[config.mk]
export PLATFORM = sky130hd
export DESIGN_NAME = lmr_top
export DESIGN_NICKNAME = d
export VERILOG_FILES = /design/src/hw/lmr_pkg.sv /design/src/hw/lmr_div_if.sv /design/src/hw/lmr_sync.sv /design/src/hw/lmr_div.sv /design/src/hw/lmr_top.sv
export SDC_FILE = /design/constraint.sdc
export NUM_CORES = 1
export LEC_CHECK = 0
export ABC_AREA = 1
export BUFFER_PORTS_ARGS = -buffer_cell sky130_fd_sc_hd__buf_4
export CAP_MARGIN = 25
export CORE_UTILIZATION = 44
export CTS_CLUSTER_SIZE = 8
export DETAILED_ROUTE_END_ITERATION = 12
export SYNTH_ARGS = -nofsm -noshare
export SYNTH_HDL_FRONTEND = slang
export SYNTH_SLANG_ARGS = --single-unit
[constraint.sdc]
create_clock -name sys_clk -period 6.65 [get_ports sys_clk]
set_input_delay 0.3325 -clock sys_clk [delete_from_list [all_inputs] [get_ports sys_clk]]
set_output_delay 0.3325 -clock sys_clk [all_outputs]
set_load 0.01 [all_outputs]
[src/hw/lmr_pkg.sv]
// Shared constants and types for the line monitor readout registers
package lmr_pkg;

  // Register port geometry: byte address, word per register index
  localparam int REG_ADDR_W = 9;
  localparam int REG_DATA_W = 8;
  localparam int IDX_W = 7;
  localparam logic [IDX_W-1:0] IDX_NONE = 7'h7f;

  // Register indices; byte address is four times the index
  localparam logic [IDX_W-1:0] IDX_POWER_MONITOR_SELECT = 7'h4c;
  localparam logic [IDX_W-1:0] IDX_TRANSISTOR_POWER_READING = 7'h4d;
  localparam logic [IDX_W-1:0] IDX_LOOP_VOLTAGE_READING = 7'h4e;
  localparam logic [IDX_W-1:0] IDX_LOOP_CURRENT_READING = 7'h4f;
  localparam logic [IDX_W-1:0] IDX_TIP_VOLTAGE_READING = 7'h50;
  localparam logic [IDX_W-1:0] IDX_RING_VOLTAGE_READING = 7'h51;

  // Reset values
  localparam logic [7:0] RST_POWER_MONITOR_SELECT = 8'h00;
  localparam logic [7:0] RST_TRANSISTOR_POWER_READING = 8'h00;
  localparam logic [7:0] RST_LOOP_VOLTAGE_READING = 8'h00;
  localparam logic [7:0] RST_LOOP_CURRENT_READING = 8'h00;
  localparam logic [7:0] RST_TIP_VOLTAGE_READING = 8'h00;
  localparam logic [7:0] RST_RING_VOLTAGE_READING = 8'h00;

  // Field layout
  localparam int SEL_W = 3;
  localparam int SIGN_BIT = 6;
  localparam int MAG_W = 6;

  // Selector codes, transistors one to six
  localparam logic [SEL_W-1:0] SEL_Q1 = 3'h0;
  localparam logic [SEL_W-1:0] SEL_Q2 = 3'h1;
  localparam logic [SEL_W-1:0] SEL_Q3 = 3'h2;
  localparam logic [SEL_W-1:0] SEL_Q4 = 3'h3;
  localparam logic [SEL_W-1:0] SEL_Q5 = 3'h4;
  localparam logic [SEL_W-1:0] SEL_Q6 = 3'h5;
  localparam int NUM_TRANSISTORS = 6;

  // Conversion steps in front-end units (power 10 uW, voltage mV, current uA)
  localparam int DIV_W = 16;
  localparam logic [DIV_W-1:0] PWR_STEP_HIGH = 16'h0be0;
  localparam logic [DIV_W-1:0] PWR_STEP_LOW = 16'h016a;
  localparam logic [DIV_W-1:0] LOOP_V_STEP = 16'h05dc;
  localparam logic [DIV_W-1:0] LOOP_I_STEP = 16'h04f6;
  localparam logic [DIV_W-1:0] LINE_V_STEP = 16'h0178;

  // Code ceilings
  localparam logic [7:0] CODE8_MAX = 8'hff;
  localparam logic [7:0] MAG6_MAX = 8'h3f;

  // Front-end raw width must hold full-scale power, 780000 x 10 uW
  localparam int RAW_W_MIN = 20;
  localparam int RAW_W_MAX = 32;

  typedef enum logic [2:0] {
    CH_POWER, CH_LOOP_V, CH_LOOP_I, CH_TIP, CH_RING
  } lmr_chan_t;

  typedef enum logic [0:0] {
    ST_ISSUE, ST_WAIT
  } lmr_seq_state_t;

endpackage

[src/hw/lmr_div_if.sv]
// Request and answer signals between the sequencer and the divider
`timescale 1ns/1ps
interface lmr_div_if #(parameter int DW = 20);
  logic start;
  logic [DW-1:0] dividend;
  logic [15:0] divisor;
  logic [7:0] limit;
  logic done;
  logic [7:0] quotient;

  modport client (output start, output dividend, output divisor, output limit,
    input done, input quotient);
  modport server (input start, input dividend, input divisor, input limit,
    output done, output quotient);
endinterface

[src/hw/lmr_sync.sv]
// Two-flop level synchroniser
`timescale 1ns/1ps
module lmr_sync
(
  input wire logic sys_clk,
  input wire logic sys_rst,
  input wire logic d,
  output logic q
);
  logic meta;

  // First stage feeds only the second stage
  always_ff @(posedge sys_clk)
  begin
    if (sys_rst)
    begin
      meta <= 1'b0;
      q <= 1'b0;
    end
    else
    begin
      meta <= d;
      q <= meta;
    end
  end
endmodule

[src/hw/lmr_div.sv]
// Serial restoring divider with a saturating quotient
`timescale 1ns/1ps
module lmr_div
  import lmr_pkg::*;
#(
  parameter int DW = 20
)
(
  input wire logic sys_clk,
  input wire logic sys_rst,
  lmr_div_if.server dv
);
  logic busy, next_busy;
  logic done, next_done;
  logic [5:0] cnt, next_cnt;
  logic [15:0] rem, next_rem;
  logic [15:0] dvs, next_dvs;
  logic [7:0] lim, next_lim;
  logic [7:0] qout, next_qout;
  logic [DW-1:0] quo, next_quo;
  logic [16:0] shifted;
  logic fits;

  if (DW < 8 || DW > 32)
  begin : g_chk
    $error("lmr_div: DW must be 8 to 32");
  end

  function automatic logic [7:0] saturate(input logic [DW-1:0] q, input logic [7:0] l);
    if (q > DW'(l))
      return l;
    return q[7:0];
  endfunction

  always_comb
  begin
    next_busy = busy;
    next_done = 1'b0;
    next_cnt = cnt;
    next_rem = rem;
    next_dvs = dvs;
    next_lim = lim;
    next_qout = qout;
    next_quo = quo;
    shifted = {rem, quo[DW-1]};
    fits = (shifted >= {1'b0, dvs});
    if (busy)
    begin
      next_rem = fits ? 16'(shifted - {1'b0, dvs}) : shifted[15:0];
      next_quo = {quo[DW-2:0], fits};
      next_cnt = 6'(cnt - 6'h01);
      if (cnt == 6'h01)
      begin
        next_busy = 1'b0;
        next_done = 1'b1;
        next_qout = saturate(next_quo, lim);
      end
    end
    else if (dv.start)
    begin
      // Zero divisor gives all ones, which saturates to the limit
      next_busy = 1'b1;
      next_cnt = 6'(DW);
      next_rem = 16'h0000;
      next_quo = dv.dividend;
      next_dvs = dv.divisor;
      next_lim = dv.limit;
    end
  end

  always_ff @(posedge sys_clk)
  begin
    if (sys_rst)
    begin
      busy <= 1'b0;
      done <= 1'b0;
      cnt <= 6'h00;
      rem <= 16'h0000;
      dvs <= 16'h0000;
      lim <= 8'h00;
      qout <= 8'h00;
      quo <= '0;
    end
    else
    begin
      busy <= next_busy;
      done <= next_done;
      cnt <= next_cnt;
      rem <= next_rem;
      dvs <= next_dvs;
      lim <= next_lim;
      qout <= next_qout;
      quo <= next_quo;
    end
  end

  assign dv.done = done;
  assign dv.quotient = qout;
endmodule

[src/hw/lmr_top.sv]
// Line monitor readout registers: selector, power, loop and line voltage readings
//
// Summary of operation
// - Three-bit selector, codes 0 to 5 pick transistors one to six; 6, 7 undefined.
// - Power register shows real-time power of the currently selected transistor.
// - Transistors 1, 2, 5, 6: 0x00 to 0xff covers 0 to 7.8 W, 30.4 mW steps.
// - Transistors 3, 4: 0x00 to 0xff covers 0 to 0.9 W, 3.62 mW steps.
// - Loop voltage bit 6: 0 when tip above ring, 1 when ring above tip.
// - Loop voltage bits 5:0: magnitude 0 to 94.5 V, 1.5 V steps.
// - Loop current bit 6: 0 forward current, 1 reverse current.
// - Loop current bits 5:0: magnitude 0 to 80 mA, 1.27 mA steps.
// - Tip to ground as 8-bit code, 0 V up to -95.88 V, 0.376 V steps.
// - Ring to ground with the same scale as the tip reading.
//
// Chosen here: the strobed register port.
`timescale 1ns/1ps
module lmr_top
  import lmr_pkg::*;
#(
  parameter int RAW_W = 20
)
(
  input wire logic sys_clk,
  input wire logic sys_rst,
  input wire logic [REG_ADDR_W-1:0] reg_addr,
  input wire logic [REG_DATA_W-1:0] reg_wdata,
  input wire logic reg_wr,
  input wire logic reg_rd,
  output logic [REG_DATA_W-1:0] reg_rdata,
  input wire logic fe_strobe,
  input wire logic [NUM_TRANSISTORS-1:0][RAW_W-1:0] fe_power,
  input wire logic [RAW_W-1:0] fe_loop_v_mag,
  input wire logic fe_loop_v_neg,
  input wire logic [RAW_W-1:0] fe_loop_i_mag,
  input wire logic fe_loop_i_rev,
  input wire logic [RAW_W-1:0] fe_tip_mag,
  input wire logic [RAW_W-1:0] fe_ring_mag
);
  if (RAW_W < RAW_W_MIN || RAW_W > RAW_W_MAX)
  begin : g_chk
    $error("lmr_top: RAW_W out of range");
  end

  // Register file
  logic [SEL_W-1:0] power_monitor_select, next_power_monitor_select;
  logic [7:0] transistor_power_reading, next_transistor_power_reading;
  logic [7:0] loop_voltage_reading, next_loop_voltage_reading;
  logic [7:0] loop_current_reading, next_loop_current_reading;
  logic [7:0] tip_voltage_reading, next_tip_voltage_reading;
  logic [7:0] ring_voltage_reading, next_ring_voltage_reading;
  logic [REG_DATA_W-1:0] next_reg_rdata;

  // Input staging: one stage every cycle, snapshot on the strobe edge
  logic [NUM_TRANSISTORS-1:0][RAW_W-1:0] stg_power, snap_power;
  logic [RAW_W-1:0] stg_loop_v, snap_loop_v;
  logic [RAW_W-1:0] stg_loop_i, snap_loop_i;
  logic [RAW_W-1:0] stg_tip, snap_tip;
  logic [RAW_W-1:0] stg_ring, snap_ring;
  logic stg_v_neg, snap_v_neg;
  logic stg_i_rev, snap_i_rev;
  logic strobe_sync, strobe_d;
  logic take_snapshot;

  // Conversion sequencer
  lmr_seq_state_t state, next_state;
  lmr_chan_t chan, next_chan;
  logic op_sign, next_op_sign;

  lmr_div_if #(.DW(RAW_W)) div_bus ();

  lmr_sync lmr_sync_inst
  (
    .sys_clk(sys_clk),
    .sys_rst(sys_rst),
    .d(fe_strobe),
    .q(strobe_sync)
  );

  lmr_div #(.DW(RAW_W)) lmr_div_inst
  (
    .sys_clk(sys_clk),
    .sys_rst(sys_rst),
    .dv(div_bus)
  );

  // Misaligned or out-of-map addresses decode to no register
  function automatic logic [IDX_W-1:0] reg_index(input logic [REG_ADDR_W-1:0] a);
    if (a[1:0] != 2'h0)
      return IDX_NONE;
    return a[REG_ADDR_W-1:2];
  endfunction

  function automatic logic [DIV_W-1:0] power_step(input logic [SEL_W-1:0] s);
    return (s == SEL_Q3 || s == SEL_Q4) ? PWR_STEP_LOW : PWR_STEP_HIGH;
  endfunction

  assign take_snapshot = strobe_sync & ~strobe_d;

  always_ff @(posedge sys_clk)
  begin
    if (sys_rst)
    begin
      stg_power <= '0;
      stg_loop_v <= '0;
      stg_loop_i <= '0;
      stg_tip <= '0;
      stg_ring <= '0;
      stg_v_neg <= 1'b0;
      stg_i_rev <= 1'b0;
      snap_power <= '0;
      snap_loop_v <= '0;
      snap_loop_i <= '0;
      snap_tip <= '0;
      snap_ring <= '0;
      snap_v_neg <= 1'b0;
      snap_i_rev <= 1'b0;
      strobe_d <= 1'b0;
    end
    else
    begin
      stg_power <= fe_power;
      stg_loop_v <= fe_loop_v_mag;
      stg_loop_i <= fe_loop_i_mag;
      stg_tip <= fe_tip_mag;
      stg_ring <= fe_ring_mag;
      stg_v_neg <= fe_loop_v_neg;
      stg_i_rev <= fe_loop_i_rev;
      strobe_d <= strobe_sync;
      // Data held stable while the strobe is high, so the late snapshot is safe
      if (take_snapshot)
      begin
        snap_power <= stg_power;
        snap_loop_v <= stg_loop_v;
        snap_loop_i <= stg_loop_i;
        snap_tip <= stg_tip;
        snap_ring <= stg_ring;
        snap_v_neg <= stg_v_neg;
        snap_i_rev <= stg_i_rev;
      end
    end
  end

  // Operands for the channel being issued
  always_comb
  begin
    div_bus.start = (state == ST_ISSUE);
    div_bus.dividend = '0;
    div_bus.divisor = LINE_V_STEP;
    div_bus.limit = CODE8_MAX;
    unique case (chan)
      CH_POWER:
      begin
        // selected transistor; undefined codes read as zero power
        if (power_monitor_select <= SEL_Q6)
          div_bus.dividend = snap_power[power_monitor_select];
        div_bus.divisor = power_step(power_monitor_select);
      end
      CH_LOOP_V:
      begin
        div_bus.dividend = snap_loop_v;
        div_bus.divisor = LOOP_V_STEP;
        div_bus.limit = MAG6_MAX;
      end
      CH_LOOP_I:
      begin
        div_bus.dividend = snap_loop_i;
        div_bus.divisor = LOOP_I_STEP;
        div_bus.limit = MAG6_MAX;
      end
      CH_TIP:
      begin
        div_bus.dividend = snap_tip;
      end
      CH_RING:
      begin
        div_bus.dividend = snap_ring;
      end
    endcase
  end

  always_comb
  begin
    next_state = state;
    next_chan = chan;
    next_op_sign = op_sign;
    unique case (state)
      ST_ISSUE:
      begin
        next_state = ST_WAIT;
        next_op_sign = (chan == CH_LOOP_I) ? snap_i_rev : snap_v_neg;
      end
      ST_WAIT:
      begin
        if (div_bus.done)
        begin
          next_state = ST_ISSUE;
          unique case (chan)
            CH_POWER: next_chan = CH_LOOP_V;
            CH_LOOP_V: next_chan = CH_LOOP_I;
            CH_LOOP_I: next_chan = CH_TIP;
            CH_TIP: next_chan = CH_RING;
            CH_RING: next_chan = CH_POWER;
          endcase
        end
      end
    endcase
  end

  always_ff @(posedge sys_clk)
  begin
    if (sys_rst)
    begin
      state <= ST_ISSUE;
      chan <= CH_POWER;
      op_sign <= 1'b0;
    end
    else
    begin
      state <= next_state;
      chan <= next_chan;
      op_sign <= next_op_sign;
    end
  end

  // Register updates and the read port
  always_comb
  begin
    next_power_monitor_select = power_monitor_select;
    next_transistor_power_reading = transistor_power_reading;
    next_loop_voltage_reading = loop_voltage_reading;
    next_loop_current_reading = loop_current_reading;
    next_tip_voltage_reading = tip_voltage_reading;
    next_ring_voltage_reading = ring_voltage_reading;
    next_reg_rdata = '0;
    // selector write keeps bits 2:0 only
    if (reg_wr && reg_index(reg_addr) == IDX_POWER_MONITOR_SELECT)
      next_power_monitor_select = reg_wdata[SEL_W-1:0];
    if (state == ST_WAIT && div_bus.done)
    begin
      unique case (chan)
        CH_POWER: next_transistor_power_reading = div_bus.quotient;
        CH_LOOP_V:
        begin
          next_loop_voltage_reading = 8'h00;
          next_loop_voltage_reading[SIGN_BIT] = op_sign;
          next_loop_voltage_reading[MAG_W-1:0] = div_bus.quotient[MAG_W-1:0];
        end
        CH_LOOP_I:
        begin
          next_loop_current_reading = 8'h00;
          next_loop_current_reading[SIGN_BIT] = op_sign;
          next_loop_current_reading[MAG_W-1:0] = div_bus.quotient[MAG_W-1:0];
        end
        CH_TIP: next_tip_voltage_reading = div_bus.quotient;
        CH_RING: next_ring_voltage_reading = div_bus.quotient;
      endcase
    end
    if (reg_rd)
    begin
      // unused bits and unmapped addresses read zero
      unique case (reg_index(reg_addr))
        IDX_POWER_MONITOR_SELECT: next_reg_rdata = 8'(power_monitor_select);
        IDX_TRANSISTOR_POWER_READING: next_reg_rdata = transistor_power_reading;
        IDX_LOOP_VOLTAGE_READING: next_reg_rdata = loop_voltage_reading;
        IDX_LOOP_CURRENT_READING: next_reg_rdata = loop_current_reading;
        IDX_TIP_VOLTAGE_READING: next_reg_rdata = tip_voltage_reading;
        IDX_RING_VOLTAGE_READING: next_reg_rdata = ring_voltage_reading;
        default: next_reg_rdata = '0;
      endcase
    end
  end

  always_ff @(posedge sys_clk)
  begin
    if (sys_rst)
    begin
      power_monitor_select <= RST_POWER_MONITOR_SELECT[SEL_W-1:0];
      transistor_power_reading <= RST_TRANSISTOR_POWER_READING;
      loop_voltage_reading <= RST_LOOP_VOLTAGE_READING;
      loop_current_reading <= RST_LOOP_CURRENT_READING;
      tip_voltage_reading <= RST_TIP_VOLTAGE_READING;
      ring_voltage_reading <= RST_RING_VOLTAGE_READING;
      reg_rdata <= '0;
    end
    else
    begin
      power_monitor_select <= next_power_monitor_select;
      transistor_power_reading <= next_transistor_power_reading;
      loop_voltage_reading <= next_loop_voltage_reading;
      loop_current_reading <= next_loop_current_reading;
      tip_voltage_reading <= next_tip_voltage_reading;
      ring_voltage_reading <= next_ring_voltage_reading;
      reg_rdata <= next_reg_rdata;
    end
  end
endmodule

Word-level counts from Yosys, hierarchy flattened --
Index checks and enable logic that the tools add are counted.
Storage, ports and cells: bits in registers 537, latch bits 0, bits in writable memories 0, ROM bits 0, input bits 224, output and inout port bits 8, word-level logic and storage cells 121, memories kept 0
Operators by class: add/sub/neg operators 2, multipliers 0, divide/modulo/power cells 0, order comparisons 4, equality and inequality tests 15, shift operators 0, mux-type cells 34, bitwise logic cells 5, reduce and logical (&&, ||, !) cells 16
Operators by type and width (count):
- one-hot mux 20 bit (5 select lines) | 1
- two-way mux 20 bit | 4
- binary-select mux 20 bit (select 3 bit) | 1
- == test 7 bit, second input constant | 7
- two-way mux 16 bit | 3
- one-hot mux 8 bit (6 select lines) | 1
- one-hot mux 12 bit (3 select lines) | 1
- two-way mux 7 bit | 4
- two-way mux 8 bit | 3
- greater-than comparator 20 x 8 -> 1 bit | 1
- greater-or-equal comparator 17 x 16 -> 1 bit | 1
- AND reduction 2 bit | 8
- subtractor 16 bit | 1
- one-hot mux 3 bit (5 select lines) | 1
- == test 3 x 2 -> 1 bit, second input constant | 4
- two-way mux 12 bit | 1
- two-way mux 6 bit | 2
- two-way mux 1 bit | 11
- == test 6 x 1 -> 1 bit, second input constant | 1
- OR reduction 2 bit | 3
- subtractor 6 x 1 -> 6 bit, second input constant | 1
- less-than comparator 3 x 4 -> 1 bit, second input constant | 1
- inverter 1 bit | 4
- == test 3 x 1 -> 1 bit, second input constant | 1
- 9 further kinds | 10

Longest topological paths before layout --
word-level depth 7, depth in mapped cells 23

Cells and area by module --
Synthesis repeated with hierarchy kept, for this count alone.
Unflattened totals: cell total of the unflattened synthesis 2878, area, all modules 21252.9 µm²
Modules (own cells, without submodules):
- lmr_top | instances 1, cells each 2184, area an instance 16575.9 µm², sequential area each 9188.8 µm²
- lmr_div | instances 1, cells each 688, area an instance 4621.9 µm², sequential area each 1521.5 µm²
- lmr_sync | instances 1, cells each 6, area an instance 55.1 µm², sequential area each 40.0 µm²

Least setup slack after synthesis --
No wires, ideal clock.
kind flip-flop to flip-flop, start point register lmr_div_inst.rem[0], end point register lmr_div_inst.qout[0] (netlist: lmr_div_inst.dv.quotient[0]), library setup time 0.117 ns, arrival time 2.616 ns, slack 3.917 ns, stages on the path, launching flop included 21, buffers on the path 1, cells stage by stage dfxtp_1 > inv_1 > ha_1 > fa_1 > inv_1 > nand2_1 > nand2_1 > nand3_1 > nand2_2 > nand2_4 > nand3_4 > buf_12 > inv_1 > ha_1 > nand2_1 > nor2_1 > nand4_2 > nand3_1 > nand2_2 > nor2_1 > nor2_1
On the way: cells in the longest elaborated chain, start to end 6
Ends and longest elaborated chain:
- start: declaration | line lmr_div.sv:16 | logic [15:0] rem, next_rem;
- start signal: assignment | line lmr_div.sv:89 | rem <= next_rem;
- greater-or-equal comparator 17 x 16 -> 1 bit * | line lmr_div.sv:46 | fits = (shifted >= {1'b0, dvs});
- greater-than comparator 20 x 8 -> 1 bit | line lmr_div.sv:30 | if (q > DW'(l))
- two-way mux 1 bit | line lmr_div.sv:30
- two-way mux 1 bit | line lmr_div.sv:52 | if (cnt == 6'h01)
- two-way mux 1 bit | line lmr_div.sv:47 | if (busy)
- two-way mux 8 bit * | line lmr_div.sv:32 | return q[7:0];
- end signal: assignment | line lmr_div.sv:92 | qout <= next_qout;
- end: declaration | line lmr_div.sv:19 | logic [7:0] qout, next_qout;
Mark *: on every way between the ends. The rest lies on a longest branch, timed or not. The select of a mux whose other input is x is not followed. A chain may end at the register's enable or synchronous reset.

Final worst setup path --
start point register lmr_div_inst.dvs[10], end point register lmr_div_inst.qout[0] (netlist: lmr_div_inst.dv.quotient[0])
On the way: cells in the longest elaborated chain, start to end 6
Ends and longest elaborated chain:
- start: declaration | line lmr_div.sv:17 | logic [15:0] dvs, next_dvs;
- start signal: assignment | line lmr_div.sv:90 | dvs <= next_dvs;
- greater-or-equal comparator 17 x 16 -> 1 bit * | line lmr_div.sv:46
- greater-than comparator 20 x 8 -> 1 bit | line lmr_div.sv:30
- two-way mux 1 bit | line lmr_div.sv:30
- two-way mux 1 bit | line lmr_div.sv:52
- two-way mux 1 bit | line lmr_div.sv:47
- two-way mux 8 bit * | line lmr_div.sv:32
Marks and branches as above.

==> reports/results.tsv <==
metric	value	unit
status	finished, final reports clean	
synth_warnings	0	
wl_per_cell	15.7	um
dr.pass1.iters	5	
grt_pass1_vias	17700	
synthTopCellsByArea	dfxtp_1 51%, nor2_1 10%, inv_1 8.1%	
syn_inst	2719	
cts_sinks	523	
synth_fp_nets	2965	
crit_buf_inv	2	
r2r_setup_slack	3.34	ns
ir_drop	0.196	mV
hpwlAfterDp	36200	um
worstMarginPinSlew	1.05	ns
synth-seq-cells	523	
num_rows	78	
die_h	217	um
clock_path_buffers	3	
clock_latency	0.59	ns
period_minus_slack	3.31	ns
gp_congestion	0.843	
cp.depth	17	
filler_cell_count	4181	
synthTopCellsByCount	557 x nor2_1, 523 x dfxtp_1, 440 x inv_1, 303 x o21ai_0, 248 x nand2_1	
core_region_area	45500	um2
synth_edf_count	0	
synthArstFlopShare	0	%
fin_tns_setup	0	ns
cts_tree	yes	
top_level_ports	232	
hold_path.class	in2reg	
worstPathRequired	7.12	ns
crit_path_top_delay_cell	nor2_2	
relSlewSlack	29.5	%
finalWirelength	58000	um
nets	3327	
power_density	331	nW/um2
seqCellArea	10500	um2
grt_max_degree	212	
ctsHtreeMaxLevel	3	
rsz0062_at_grt	false	
ys_types	43	
drt_iter0_drc	1164	
drv_cap	0	
crit_path_max_incr_delay	0.46	ns
grt_overflow	0	
multiInputGateArea	7550	um2
critPathMaxFanout	18	
criticalPathCategory	reg2reg	
yosysMostFrequentCell	nor2_1	
antennaDiodeCount	0	
drive_gt1_share	12.6	%
r2r_cells	17	
end_kind	register	
finalCritPeriodShare	49.8	%
die-area	47200	um2
cp-start-kind	register	
crit_chain	inv_1 > ha_1 > nand2_1 > nand2_1 > nand2_1 > nand2_1 > nor2_2 > nand3_4 > inv_1 > ha_1 > nand2_1 > nor2_1 > nand4_2 > nand3_1 > nand2_2 > nor2_1 > nor2_1	
antenna_found_initial	0	
netlist.area_leader.share	51.4	%
r2r_end	lmr_div_inst.dv.quotient[0]	
critPathLaunch	lmr_div_inst.dvs[10]	
start_util	44.8	%
synth_top_cell_by_area	dfxtp_1	
synth-seq-area-share	51.4	%
grt_pass1_wl	92200	um
cts-root-buf	clkbuf_16	
antenna_left	0	
p_leak	12.0	nW
synthFlopType	dfxtp_1	
die_w	217	um
cp_common_cell	nand2_1	
skew	0.0109	ns
route.vias.total	18200	
postSynthAreaPerCell	7.49	um2
crit_path_end	lmr_div_inst.dv.quotient[0]	
reg2reg_from	lmr_div_inst.dvs[10]	
arrival	3.78	ns
grt_usage	24.5	%
post_cts_buffers	0	
portBuffers	226	
slew_violations	0	
areaGrowthSynthToFinish	29.3	%
max_freq	0.302	GHz
syn-cell-area	20400	um2
numCtsBuffers	75	
p_total	8.73	mW
remaining_drc_errors	0	
hold_start	fe_power[78]	
avgViaCountPerCell	4.95	
cp_top_family	simple AND/OR/NAND/NOR gates	
clk_pin_slew	0.05	ns
hold_viol	0	
finalSetupViolations	0	
-- logic make-up after synthesis --
group                      synth area share, %
DFF                                       51.4
adders and majority gates                 1.39
buffers and inverters                     11.6
and+or+nand+nor                           20.4
AOI/OAI and AO/OA                         15.0
xor gates and xnor gates                 0.258
-- power by group --
group          leakage, nW  switching [mW]  internal (mW)
clock network        0.992            1.30           2.07
registers             4.30           0.101           3.33
logic                 6.74            1.18          0.747
-- flip-flops by register name (all words and copies together), names as in the netlist, 8 cells and up --
register                  flops
ring_voltage_reading          8
stg_loop_i                   20
lmr_div_inst.dv.quotient      8
snap_power                  120
tip_voltage_reading           8
stg_ring                     20
stg_loop_v                   20
snap_tip                     20
lmr_div_inst.dvs              8
reg_rdata                     8
lmr_div_inst.quo             20
stg_power                   120
lmr_div_inst.rem             16
snap_loop_i                  20
stg_tip                      20
transistor_power_reading      8
snap_loop_v                  20
snap_ring                    20
-- worst min-delay path by stage --
stage	to	slack, ns	cells past startpoint
6_report	stg_power[78]	0.02	3
3_5_place_dp	lmr_sync_inst.q	0.40	2
4_1_cts	stg_i_rev	0.0007	3
5_1_grt	stg_i_rev	0.02	3
2_1_floorplan	lmr_sync_inst.q	0.39	2
3_3_place_gp	lmr_sync_inst.q	0.39	2
-- tightest hold or removal path: cells and delay by family --
family | cells | cell delay [ns]
and+or+nand+nor | 1 | 0.10
buffers and inverters | 2 | 0.14
-- area by class of cell --
class                           instances  area share [%]
Tap cell                              600            2.85
Clock buffer                           78            7.33
Inverter                              449            6.45
Timing Repair Buffer                  436            14.6
Clock inverter                          5           0.347
Sequential cell                       523            39.7
Multi-Input combinational cell       1596            28.7
-- per-stage QoR --
stage / setup WS (ns) / hold WS (ns) / utilization (%) / instance area [um2] / instances
finish: 3.34 / 0.0195 / 57.9 / 26300 / 3687
detailed placement: 2.84 / 0.398 / 49.0 / 22300 / 3405
CTS: 2.82 / 0.000668 / 57.7 / 26300 / 3684
global route: 3.04 / 0.0171 / 57.9 / 26300 / 3687
global placement: 2.82 / 0.390 / 48.9 / 22300 / 3404
floorplan: 3.92 / 0.388 / - / 20400 / 2719
-- layer usage --
metal | routed length, um | global-route usage (%) | share of wire (%) | vias to the layer above
met4 | 1260 | 8.22 | 2.2 | 0
li1 | - | - | - | 9209
met2 | 26500 | 39.5 | 46 | 455
met5 | 0 | 0 | 0 | -
met1 | 27500 | 33.5 | 47 | 8490
met3 | 2780 | 3.70 | 4.8 | 85
-- layout by cell type (no fill, tap or decap), types with 77 or more instances in the layout --
cell type	netlist	final
dlygate4sd3_1	0	196
inv_1	440	438
nand2_1	248	248
nand3_1	85	85
dfxtp_1	523	522
buf_4	1	235
clkbuf_16	0	77
a21oi_1	185	185
o21ai_0	303	303
nor2_1	557	556
-- what timing repair did --
item / 4_1_cts / 5_1_grt
hold buffers: 196 / 0
resized for setup: 0 / 0
hold endpoints to repair: 196 / 0
Note: power is estimated with default switching activity, not from simulation.
